`config.mk`:
```
export PLATFORM = sky130hd
export DESIGN_NAME = fdca_frame_dma_engine
export DESIGN_NICKNAME = d
export VERILOG_FILES = /design/src/common/fdca_pkg.sv /design/src/core/fdca_frame_dma_engine.sv
export SDC_FILE = /design/constraint.sdc
export NUM_CORES = 2
export LEC_CHECK = 0
export CORE_UTILIZATION = 30
export DETAILED_ROUTE_END_ITERATION = 12
export DONT_BUFFER_PORTS = 1
export PLACE_DENSITY_LB_ADDON = 0.1
export SKIP_CTS_REPAIR_TIMING = 1
export SLEW_MARGIN = 20
export SYNTH_ARGS = -nofsm -noshare
export SYNTH_HDL_FRONTEND = slang
export SYNTH_SLANG_ARGS = --single-unit
```
`constraint.sdc`:
```
create_clock -name clk -period 27.5 [get_ports clk]
set_clock_uncertainty 0.05 [all_clocks]
set_input_delay 4.125 -clock clk [delete_from_list [all_inputs] [get_ports clk]]
set_output_delay 4.125 -clock clk [all_outputs]
set_load 0.02 [all_outputs]
```
`src/common/fdca_pkg.sv`:
```
// constants and types of the frame dma channel arbiter
package fdca_pkg;

    // ************************************************************
    // sizes and channel map
    // ************************************************************
    localparam int CH_NUM = 10;
    localparam int CH_W = 4;
    localparam int PRIO_W = 4;
    localparam int DATA_W = 32;
    localparam int FIFO_DEPTH = 16;
    localparam logic [CH_W-1:0] XTR_CH_G0 = 4'h0;
    localparam logic [CH_W-1:0] XTR_CH_G1 = 4'h1;
    localparam logic [CH_W-1:0] INJ_CH_FIRST = 4'h2;
    localparam logic [CH_W-1:0] INJ_CH_LAST = 4'h9;
    localparam logic [5:0] PORT_G0 = 6'h35;
    localparam logic [5:0] PORT_G1 = 6'h36;

    // ************************************************************
    // required group and port setup
    // ************************************************************
    localparam logic [1:0] GRP_MODE_DMA = 2'h2;
    localparam logic [3:0] INJ_GAP_REQ = 4'h0;
    localparam logic [1:0] INJ_FMT_REQ = 2'h1;
    localparam logic NO_PRE_REQ = 1'b1;
    localparam logic AWR_REQ = 1'b0;

    // ************************************************************
    // header field and reset values
    // ************************************************************
    localparam int FCS_REQ_BIT = 0;
    localparam logic [CH_W-1:0] CH_RST = 4'h0;
    localparam logic [CH_NUM-1:0] EVT_RST = 10'h000;
    localparam logic [1:0] OK_RST = 2'h0;

    typedef enum logic [1:0] {ST_IDLE, ST_HDR, ST_DATA} fdca_state_e;

    typedef struct packed {
        logic [DATA_W-1:0] data;
        logic sof;
        logic eof;
    } fdca_beat_s;

    typedef struct packed {
        fdca_beat_s beat;
        logic [CH_W-1:0] ch;
        logic grp;
        logic xtr;
        logic fcs_recalc;
        logic [5:0] port;
    } fdca_word_s;

    typedef struct packed {
        logic [1:0] extraction_group_config;
        logic [1:0] injection_group_config;
        logic [3:0] injection_control;
        logic [1:0] injection_format_select;
        logic no_preamble_enable;
        logic tag_aware_rewrite_enable;
    } fdca_grp_cfg_s;

endpackage : fdca_pkg

```
`src/core/fdca_frame_dma_engine.sv`:
```
// channel arbiter, frame path and its fifo
`timescale 1ns/1ps

module fdca_fifo #(
    parameter int WIDTH = 32,
    parameter int DEPTH = 16
) (
    input wire logic clk,
    input wire logic arst_n,
    input wire logic in_valid,
    output logic in_ready,
    input wire logic [WIDTH-1:0] in_data,
    output logic out_valid,
    input wire logic out_ready,
    output logic [WIDTH-1:0] out_data
);
    localparam int AW = $clog2(DEPTH);

    typedef struct packed {
        logic [DEPTH-1:0][WIDTH-1:0] mem;
        logic [AW:0] wp;
        logic [AW:0] rp;
    } fdca_fifo_s;

    fdca_fifo_s q;
    fdca_fifo_s d;
    logic full;
    logic empty;

    // ************************************************************
    // pointers carry one wrap bit so full and empty differ
    // ************************************************************
    assign empty = (q.wp == q.rp);
    assign full = (q.wp[AW-1:0] == q.rp[AW-1:0]) && (q.wp[AW] != q.rp[AW]);
    assign in_ready = !full;
    assign out_valid = !empty;
    assign out_data = q.mem[q.rp[AW-1:0]];

    always_comb begin
        d = q;
        if (in_valid && !full) begin
            d.mem[q.wp[AW-1:0]] = in_data;
            d.wp = q.wp + (AW+1)'(1);
        end
        if (out_ready && !empty) begin
            d.rp = q.rp + (AW+1)'(1);
        end
    end

    always_ff @(posedge clk or negedge arst_n) begin
        if (!arst_n) begin
            q <= '0;
        end else begin
            q <= d;
        end
    end
endmodule : fdca_fifo

module fdca_frame_dma_engine #(
    parameter int CH_NUM = fdca_pkg::CH_NUM,
    parameter int PRIO_W = fdca_pkg::PRIO_W,
    parameter int FIFO_DEPTH = fdca_pkg::FIFO_DEPTH
) (
    input wire logic clk,
    input wire logic arst_n,
    // per-channel service requests and configuration, per-group setup
    input wire logic [CH_NUM-1:0] ch_req,
    input wire logic [CH_NUM-1:0][PRIO_W-1:0] channel_priority,
    input wire logic [CH_NUM-1:0] inject_group_select,
    input wire logic [CH_NUM-1:0] ch_list_end,
    input wire fdca_pkg::fdca_grp_cfg_s [1:0] grp_cfg,
    // manual mode
    input wire logic manual_mode,
    input wire logic [fdca_pkg::CH_W-1:0] manual_ch,
    // source stream of the granted channel
    input wire logic src_valid,
    output logic src_ready,
    input wire fdca_pkg::fdca_beat_s src_beat,
    input wire logic [fdca_pkg::DATA_W-1:0] xtr_header,
    // sink stream towards port or memory
    output logic snk_valid,
    input wire logic snk_ready,
    output fdca_pkg::fdca_word_s snk_word,
    // grant and status
    output logic grant_valid,
    output logic [fdca_pkg::CH_W-1:0] grant_ch,
    output logic grant_grp,
    output logic grant_xtr,
    output logic [1:0] xtr_cfg_ok,
    output logic [1:0] inj_cfg_ok,
    output logic [CH_NUM-1:0] frm_event,
    output logic [CH_NUM-1:0] llp_event
);
    typedef struct packed {
        fdca_pkg::fdca_state_e st;
        logic [fdca_pkg::CH_W-1:0] ch;
        logic grp;
        logic xtr;
        logic fcs;
        logic [1:0] xtr_ok;
        logic [1:0] inj_ok;
        logic [CH_NUM-1:0] frm_evt;
        logic [CH_NUM-1:0] llp_evt;
    } fdca_state_s;

    localparam fdca_state_s STATE_RST = '{
        st: fdca_pkg::ST_IDLE,
        ch: fdca_pkg::CH_RST,
        grp: 1'b0,
        xtr: 1'b0,
        fcs: 1'b0,
        xtr_ok: fdca_pkg::OK_RST,
        inj_ok: fdca_pkg::OK_RST,
        frm_evt: fdca_pkg::EVT_RST,
        llp_evt: fdca_pkg::EVT_RST
    };

    fdca_state_s q;
    fdca_state_s d;
    logic [CH_NUM-1:0] eligible;
    logic [fdca_pkg::CH_W:0] pick;
    logic win_valid;
    logic [fdca_pkg::CH_W-1:0] win_ch;
    logic fifo_in_valid;
    logic fifo_in_ready;
    fdca_pkg::fdca_word_s fifo_in;
    logic src_take;

    // ************************************************************
    // channel map helpers
    // ************************************************************
    function automatic logic fdca_is_xtr(input logic [fdca_pkg::CH_W-1:0] c);
        fdca_is_xtr = (c == fdca_pkg::XTR_CH_G0) || (c == fdca_pkg::XTR_CH_G1);
    endfunction : fdca_is_xtr

    function automatic logic fdca_grp_of(
        input logic [fdca_pkg::CH_W-1:0] c,
        input logic [CH_NUM-1:0] sel
    );
        if (c == fdca_pkg::XTR_CH_G0) begin
            fdca_grp_of = 1'b0;
        end else if (c == fdca_pkg::XTR_CH_G1) begin
            fdca_grp_of = 1'b1;
        end else begin
            fdca_grp_of = sel[c];
        end
    endfunction : fdca_grp_of

    // strict priority; scanning upward with >= lets the larger number win ties
    function automatic logic [fdca_pkg::CH_W:0] fdca_pick(
        input logic [CH_NUM-1:0] el,
        input logic [CH_NUM-1:0][PRIO_W-1:0] pr
    );
        logic found;
        logic [PRIO_W-1:0] best_p;
        logic [fdca_pkg::CH_W-1:0] best_c;
        found = 1'b0;
        best_p = '0;
        best_c = '0;
        for (int i = 0; i < CH_NUM; i++) begin
            if (el[i] && (!found || pr[i] >= best_p)) begin
                found = 1'b1;
                best_p = pr[i];
                best_c = fdca_pkg::CH_W'(i);
            end
        end
        fdca_pick = {found, best_c};
    endfunction : fdca_pick

    // ************************************************************
    // eligibility and decision
    // ************************************************************
    always_comb begin
        for (int i = 0; i < CH_NUM; i++) begin
            if (fdca_is_xtr(fdca_pkg::CH_W'(i))) begin
                eligible[i] = ch_req[i]
                    && q.xtr_ok[fdca_grp_of(fdca_pkg::CH_W'(i),
                    inject_group_select)];
            end else begin
                eligible[i] = ch_req[i] && q.inj_ok[inject_group_select[i]];
            end
        end
    end

    assign pick = fdca_pick(eligible, channel_priority);

    // manual mode takes the master's channel as asked, no ranking
    always_comb begin
        if (manual_mode) begin
            win_valid = (manual_ch < fdca_pkg::CH_W'(CH_NUM))
                && eligible[manual_ch];
            win_ch = manual_ch;
        end else begin
            win_valid = pick[fdca_pkg::CH_W];
            win_ch = pick[fdca_pkg::CH_W-1:0];
        end
    end

    // ************************************************************
    // frame path into the fifo
    // ************************************************************
    assign src_ready = (q.st == fdca_pkg::ST_DATA) && fifo_in_ready;
    assign src_take = src_valid && src_ready;

    always_comb begin
        fifo_in.ch = q.ch;
        fifo_in.grp = q.grp;
        fifo_in.xtr = q.xtr;
        fifo_in.port = q.grp ? fdca_pkg::PORT_G1 : fdca_pkg::PORT_G0;
        fifo_in.fcs_recalc = q.fcs;
        if (q.st == fdca_pkg::ST_HDR) begin
            // header leads the extracted frame and carries its sof
            fifo_in.beat.data = xtr_header;
            fifo_in.beat.sof = 1'b1;
            fifo_in.beat.eof = 1'b0;
            fifo_in_valid = 1'b1;
        end else begin
            fifo_in.beat = src_beat;
            if (q.xtr) begin
                fifo_in.beat.sof = 1'b0;
            end
            if (!q.xtr && src_beat.sof) begin
                // first injected word is the header; its flag rules the frame
                fifo_in.fcs_recalc = src_beat.data[fdca_pkg::FCS_REQ_BIT];
            end
            fifo_in_valid = (q.st == fdca_pkg::ST_DATA) && src_valid;
        end
    end

    // ************************************************************
    // grant state machine
    // ************************************************************
    always_comb begin
        d = q;
        d.frm_evt = '0;
        d.llp_evt = '0;
        for (int g = 0; g < 2; g++) begin
            d.xtr_ok[g] = grp_cfg[g].extraction_group_config
                == fdca_pkg::GRP_MODE_DMA;
            d.inj_ok[g] = (grp_cfg[g].injection_group_config
                == fdca_pkg::GRP_MODE_DMA)
                && (grp_cfg[g].injection_control == fdca_pkg::INJ_GAP_REQ)
                && (grp_cfg[g].injection_format_select
                == fdca_pkg::INJ_FMT_REQ)
                && (grp_cfg[g].no_preamble_enable == fdca_pkg::NO_PRE_REQ)
                && (grp_cfg[g].tag_aware_rewrite_enable
                == fdca_pkg::AWR_REQ);
        end
        case (q.st)
            fdca_pkg::ST_IDLE: begin
                // a request only counts once software has activated it
                if (win_valid) begin
                    d.ch = win_ch;
                    d.xtr = fdca_is_xtr(win_ch);
                    d.grp = fdca_grp_of(win_ch, inject_group_select);
                    d.fcs = 1'b0;
                    d.st = fdca_is_xtr(win_ch) ? fdca_pkg::ST_HDR
                        : fdca_pkg::ST_DATA;
                end
            end
            fdca_pkg::ST_HDR: begin
                if (fifo_in_ready) begin
                    d.st = fdca_pkg::ST_DATA;
                end
            end
            fdca_pkg::ST_DATA: begin
                if (src_take) begin
                    d.fcs = fifo_in.fcs_recalc;
                    // grant held to frame end so a port never splits a frame
                    if (src_beat.eof) begin
                        d.st = fdca_pkg::ST_IDLE;
                        d.frm_evt[q.ch] = 1'b1;
                        d.llp_evt[q.ch] = ch_list_end[q.ch];
                    end
                end
            end
            default: begin
                d = STATE_RST;
            end
        endcase
    end

    always_ff @(posedge clk or negedge arst_n) begin
        if (!arst_n) begin
            q <= STATE_RST;
        end else begin
            q <= d;
        end
    end

    // ************************************************************
    // buffering between source and sink
    // ************************************************************
    fdca_fifo #(
        .WIDTH($bits(fdca_pkg::fdca_word_s)),
        .DEPTH(FIFO_DEPTH)
    ) u_fifo (
        .clk(clk),
        .arst_n(arst_n),
        .in_valid(fifo_in_valid),
        .in_ready(fifo_in_ready),
        .in_data(fifo_in),
        .out_valid(snk_valid),
        .out_ready(snk_ready),
        .out_data(snk_word)
    );

    assign grant_valid = (q.st != fdca_pkg::ST_IDLE);
    assign grant_ch = q.ch;
    assign grant_grp = q.grp;
    assign grant_xtr = q.xtr;
    assign xtr_cfg_ok = q.xtr_ok;
    assign inj_cfg_ok = q.inj_ok;
    assign frm_event = q.frm_evt;
    assign llp_event = q.llp_evt;
endmodule : fdca_frame_dma_engine

```
==> impl_metrics.sql <==
INSERT INTO impl_metrics (metric_group, metric, value, unit) VALUES
('cts', 'tritoncts_num_sinks', '731', ''),
('die', 'dieArea', '114000', 'sq um'),
('yosys', 'yosysMostFrequentCell', 'nand2_1', ''),
('cts', 'cts_root_buf', 'clkbuf_16', ''),
('die', 'coreArea', '111000', 'sq um'),
('status', 'status', 'completed', ''),
('yosys', 'synth-seq-cells', '731', ''),
('cells_and_area', 'layout.nets', '3185', ''),
('yosys', 'ys_warn_count', '0', ''),
('detailed_routing', 'finalWirelength', '99900', 'um'),
('cts', 'cts.path.max_buffers', '3', ''),
('critical_path', 'critPathLaunchType', 'input pin', ''),
('critical_path', 'worst-setup-path-type', 'in -> reg', ''),
('critical_path', 'cpPeakStageDelay', '700', 'ps'),
('sta', 'maxClockFrequency', '0.0557', 'GHz'),
('critical_path', 'setup.worst_path.end_class', 'flop', ''),
('sta', 'slew_violations', '0', ''),
('yosys', 'ys_top_cells_by_area', 'dfrtp_1 54%, mux4_2 14%, o21ai_0 9.4%', ''),
('placed_design', 'finalWeightedCongestion', '0.800', ''),
('cts', 'cts.htree.levels', '3', ''),
('yosys', 'synth.top_cells.by_count', '844 x nand2_1, 731 x dfrtp_1, 634 x o21ai_0', ''),
('detailed_routing', 'ant_nets', '0', ''),
('cts', 'tritoncts.num_buffers', '89', ''),
('yosys', 'number_of_enable_flip_flop_cells_after_synthesis', '0', ''),
('die', 'die_h', '337', 'um'),
('placed_design', 'buffer_ports.inserted', '0', ''),
('cells_and_area', 'layout-area-overhead-vs-synth', '13.3', '%'),
('cells_and_area', 'drive_gt1_frac', '0.162', ''),
('die', 'io_pins', '249', ''),
('die', 'dieWidth', '337', 'um'),
('power_and_ir_drop', 'p_comb_frac', '0.338', ''),
('sta', 'setup_viol_count_final', '0', ''),
('yosys', 'syn_area', '33700', 'sq um'),
('min_path', 'hold-path-cell-count', '1', ''),
('power_and_ir_drop', 'p_sw', '0.00162', 'W'),
('sta', 'tightest_slew', '1080', 'ps'),
('power_and_ir_drop', 'p_per_area', '118', 'nW/um^2'),
('detailed_routing', 'detailroute.via_count', '22700', ''),
('global_route', 'via_count_of_the_first_global_routing_pass', '23800', ''),
('power_and_ir_drop', 'p_seq_frac', '0.393', ''),
('sta', 'total_count_of_hold_check_failures_in_the_final_report', '0', ''),
('yosys', 'syn_area_per_cell', '10.8', 'sq um'),
('detailed_routing', 'dr.pass1.iters', '5', ''),
('cells_and_area', 'utilization', '0.344', ''),
('cts', 'cts_tree', 'done', ''),
('die', 'floorplan.rows', '122', ''),
('critical_path', 'cp_slowest_cell', 'a21oi_1', ''),
('power_and_ir_drop', 'power_frac_clock', '0.270', ''),
('detailed_routing', 'route.detailed.drc', '0', ''),
('global_route', 'global_route_wire_length_before_repair', '154000', 'um'),
('sta', 'maxSlewHeadroom', '0.277', ''),
('yosys', 'predominant_post_synthesis_flop_cell', 'dfrtp_1', ''),
('yosys', 'postSynthNetCount', '3323', ''),
('power_and_ir_drop', 'cell_internal_pwr', '0.00290', 'W'),
('critical_path', 'timing.critical_path.fanout_max', '12', ''),
('yosys', 'synth_async_sr_flop_share', '1.00', ''),
('global_route', 'grt_overflow', '0', ''),
('min_path', 'hold_path.class', 'reg -> reg', ''),
('placed_design', 'hpwlAfterDp', '57300', 'um'),
('critical_path', 'cp_data_arrival_time', '18480', 'ps'),
('sta', 'portion_of_the_clock_cycle_consumed_by_the_worst_path_in_the_final_layout', '0.653', ''),
('global_route', 'global_route.usage.total', '0.181', ''),
('die', 'effective_utilization_at_floorplan', '0.303', ''),
('sta', 'grt_setup_unrepaired', 'no', ''),
('power_and_ir_drop', 'irDropWorstVdd', '0.0476', 'mV'),
('power_and_ir_drop', 'cellLeakagePower', '16.8', 'nW'),
('global_route', 'antenna_found_initial', '2', ''),
('sta', 'post_route_setup_tns', '0', 'ps'),
('yosys', 'ys_types', '69', ''),
('critical_path', 'crit_path_frequent_cell', 'ha_1', ''),
('detailed_routing', 'drt-initial-drc-count', '1427', '');
[final cells by class]
cell class / count / area [sq um]
fillers: 11100 / 72900
flip-flops and latches: 731 / 18300
multi-input cells: 2060 / 14300
clock buffers: 131 / 2680
well taps: 1488 / 1860
repair buffers: 50 / 468
clock inverters: 33 / 392
inverters: 41 / 154
diodes: 2 / 5.00
[kinds of logic (layout without fill, tap and decap cells)]
family                     count (synthesis)  in the layout  share of synthesized area
AOI/OAI and AO/OA                        711            711                      0.112
xor gates and xnor gates                  13             13                    0.00338
adders and majority gates                 43             43                     0.0160
buffers and inverters                    320            255                     0.0396
DFF                                      731            731                      0.542
muxes                                    282            282                      0.166
other                                      1              3                   0.000111
and+or+nand+nor                         1010           1010                      0.120
[path summary, 6_finish.rpt]
path,to,from
worst max-delay path,grant_grp$_DFFE_PN0P_,ch_req[0]
worst min-delay path,u_fifo.q[203]$_DFFE_PN0P_,u_fifo.q[203]$_DFFE_PN0P_
worst max register to register,grant_grp$_DFFE_PN0P_,xtr_cfg_ok[0]$_DFF_PN0_
worst min register to register,u_fifo.q[203]$_DFFE_PN0P_,u_fifo.q[203]$_DFFE_PN0P_
max in group asynchronous,u_fifo.q[0]$_DFFE_PN0P_,arst_n
min in group asynchronous,u_fifo.q[269]$_DFFE_PN0P_,arst_n
[worst max-delay path, delay by kind of cell]
kind | cells | cell delay (ps)
compound gates | 25 | 5200
fa+ha+maj | 9 | 2460
buf+inv | 1 | 200
mux | 9 | 3170
simple gates | 20 | 3260
[power by group through the flow]
stage          clock, W  sequential (W)  combinational [W]
5_1_grt         0.00130         0.00184            0.00171
4_1_cts         0.00126         0.00178            0.00155
2_1_floorplan         0         0.00167            0.00119
6_report        0.00122         0.00178            0.00153
3_3_place_gp          0         0.00177            0.00151
3_5_place_dp          0         0.00180            0.00155
[routing by layer]
layer  share of wire  vias to the layer above  track usage
li1                -                    10500            -
met1            0.45                    11700        0.241
met2            0.49                      459        0.304
met3           0.045                      123       0.0290
met4           0.020                        2       0.0465
met5         0.00010                        -            0
[through the flow]
step | hold slack (ps) | cell area (sq um) | cells | worst slack [ps] | total power (W)
floorplan | 379 | 33700 | 3111 | 10700 | 0.00286
global placement | 393 | 34900 | 4365 | 9100 | 0.00328
detailed placement | 399 | 34900 | 4365 | 8910 | 0.00334
CTS | 415 | 38000 | 4529 | 9530 | 0.00458
global route | 428 | 38200 | 4535 | 8270 | 0.00485
finish | 413 | 38200 | 4536 | 9540 | 0.00452
[flip-flops by register name, indices dropped and copies added (netlist names)]
register / flops
frm_event: 10
grant_ch: 4
grant_grp: 1
grant_xtr: 1
inj_cfg_ok: 2
llp_event: 10
q: 3
u_fifo.q: 698
xtr_cfg_ok: 2
[cell usage in the layout, fill, tap and decap left out, types with 5 or more instances in the layout]
cell and instances:
dfrtp_1 727, mux2i_2 23, clkinv_2 17, a211oi_1 5, buf_4 45, clkbuf_1 15
ha_1 42, clkbuf_16 91, nor3b_1 5, o21ai_0 634, nand2_1 844, nand2b_1 33
nand3_4 12, clkbuf_8 25, nor2_1 52, mux2_2 10, nand3_1 7, nor2b_1 6
xnor2_1 8, or2_2 6, and2_1 8, inv_6 5, nor3_1 10, bufinv_16 8
a21oi_1 22, inv_1 41, xor2_1 5, mux2_4 7, mux2i_1 24, mux4_2 217
nand4_1 10
No activity file was read; power rests on OpenSTA's default activity.
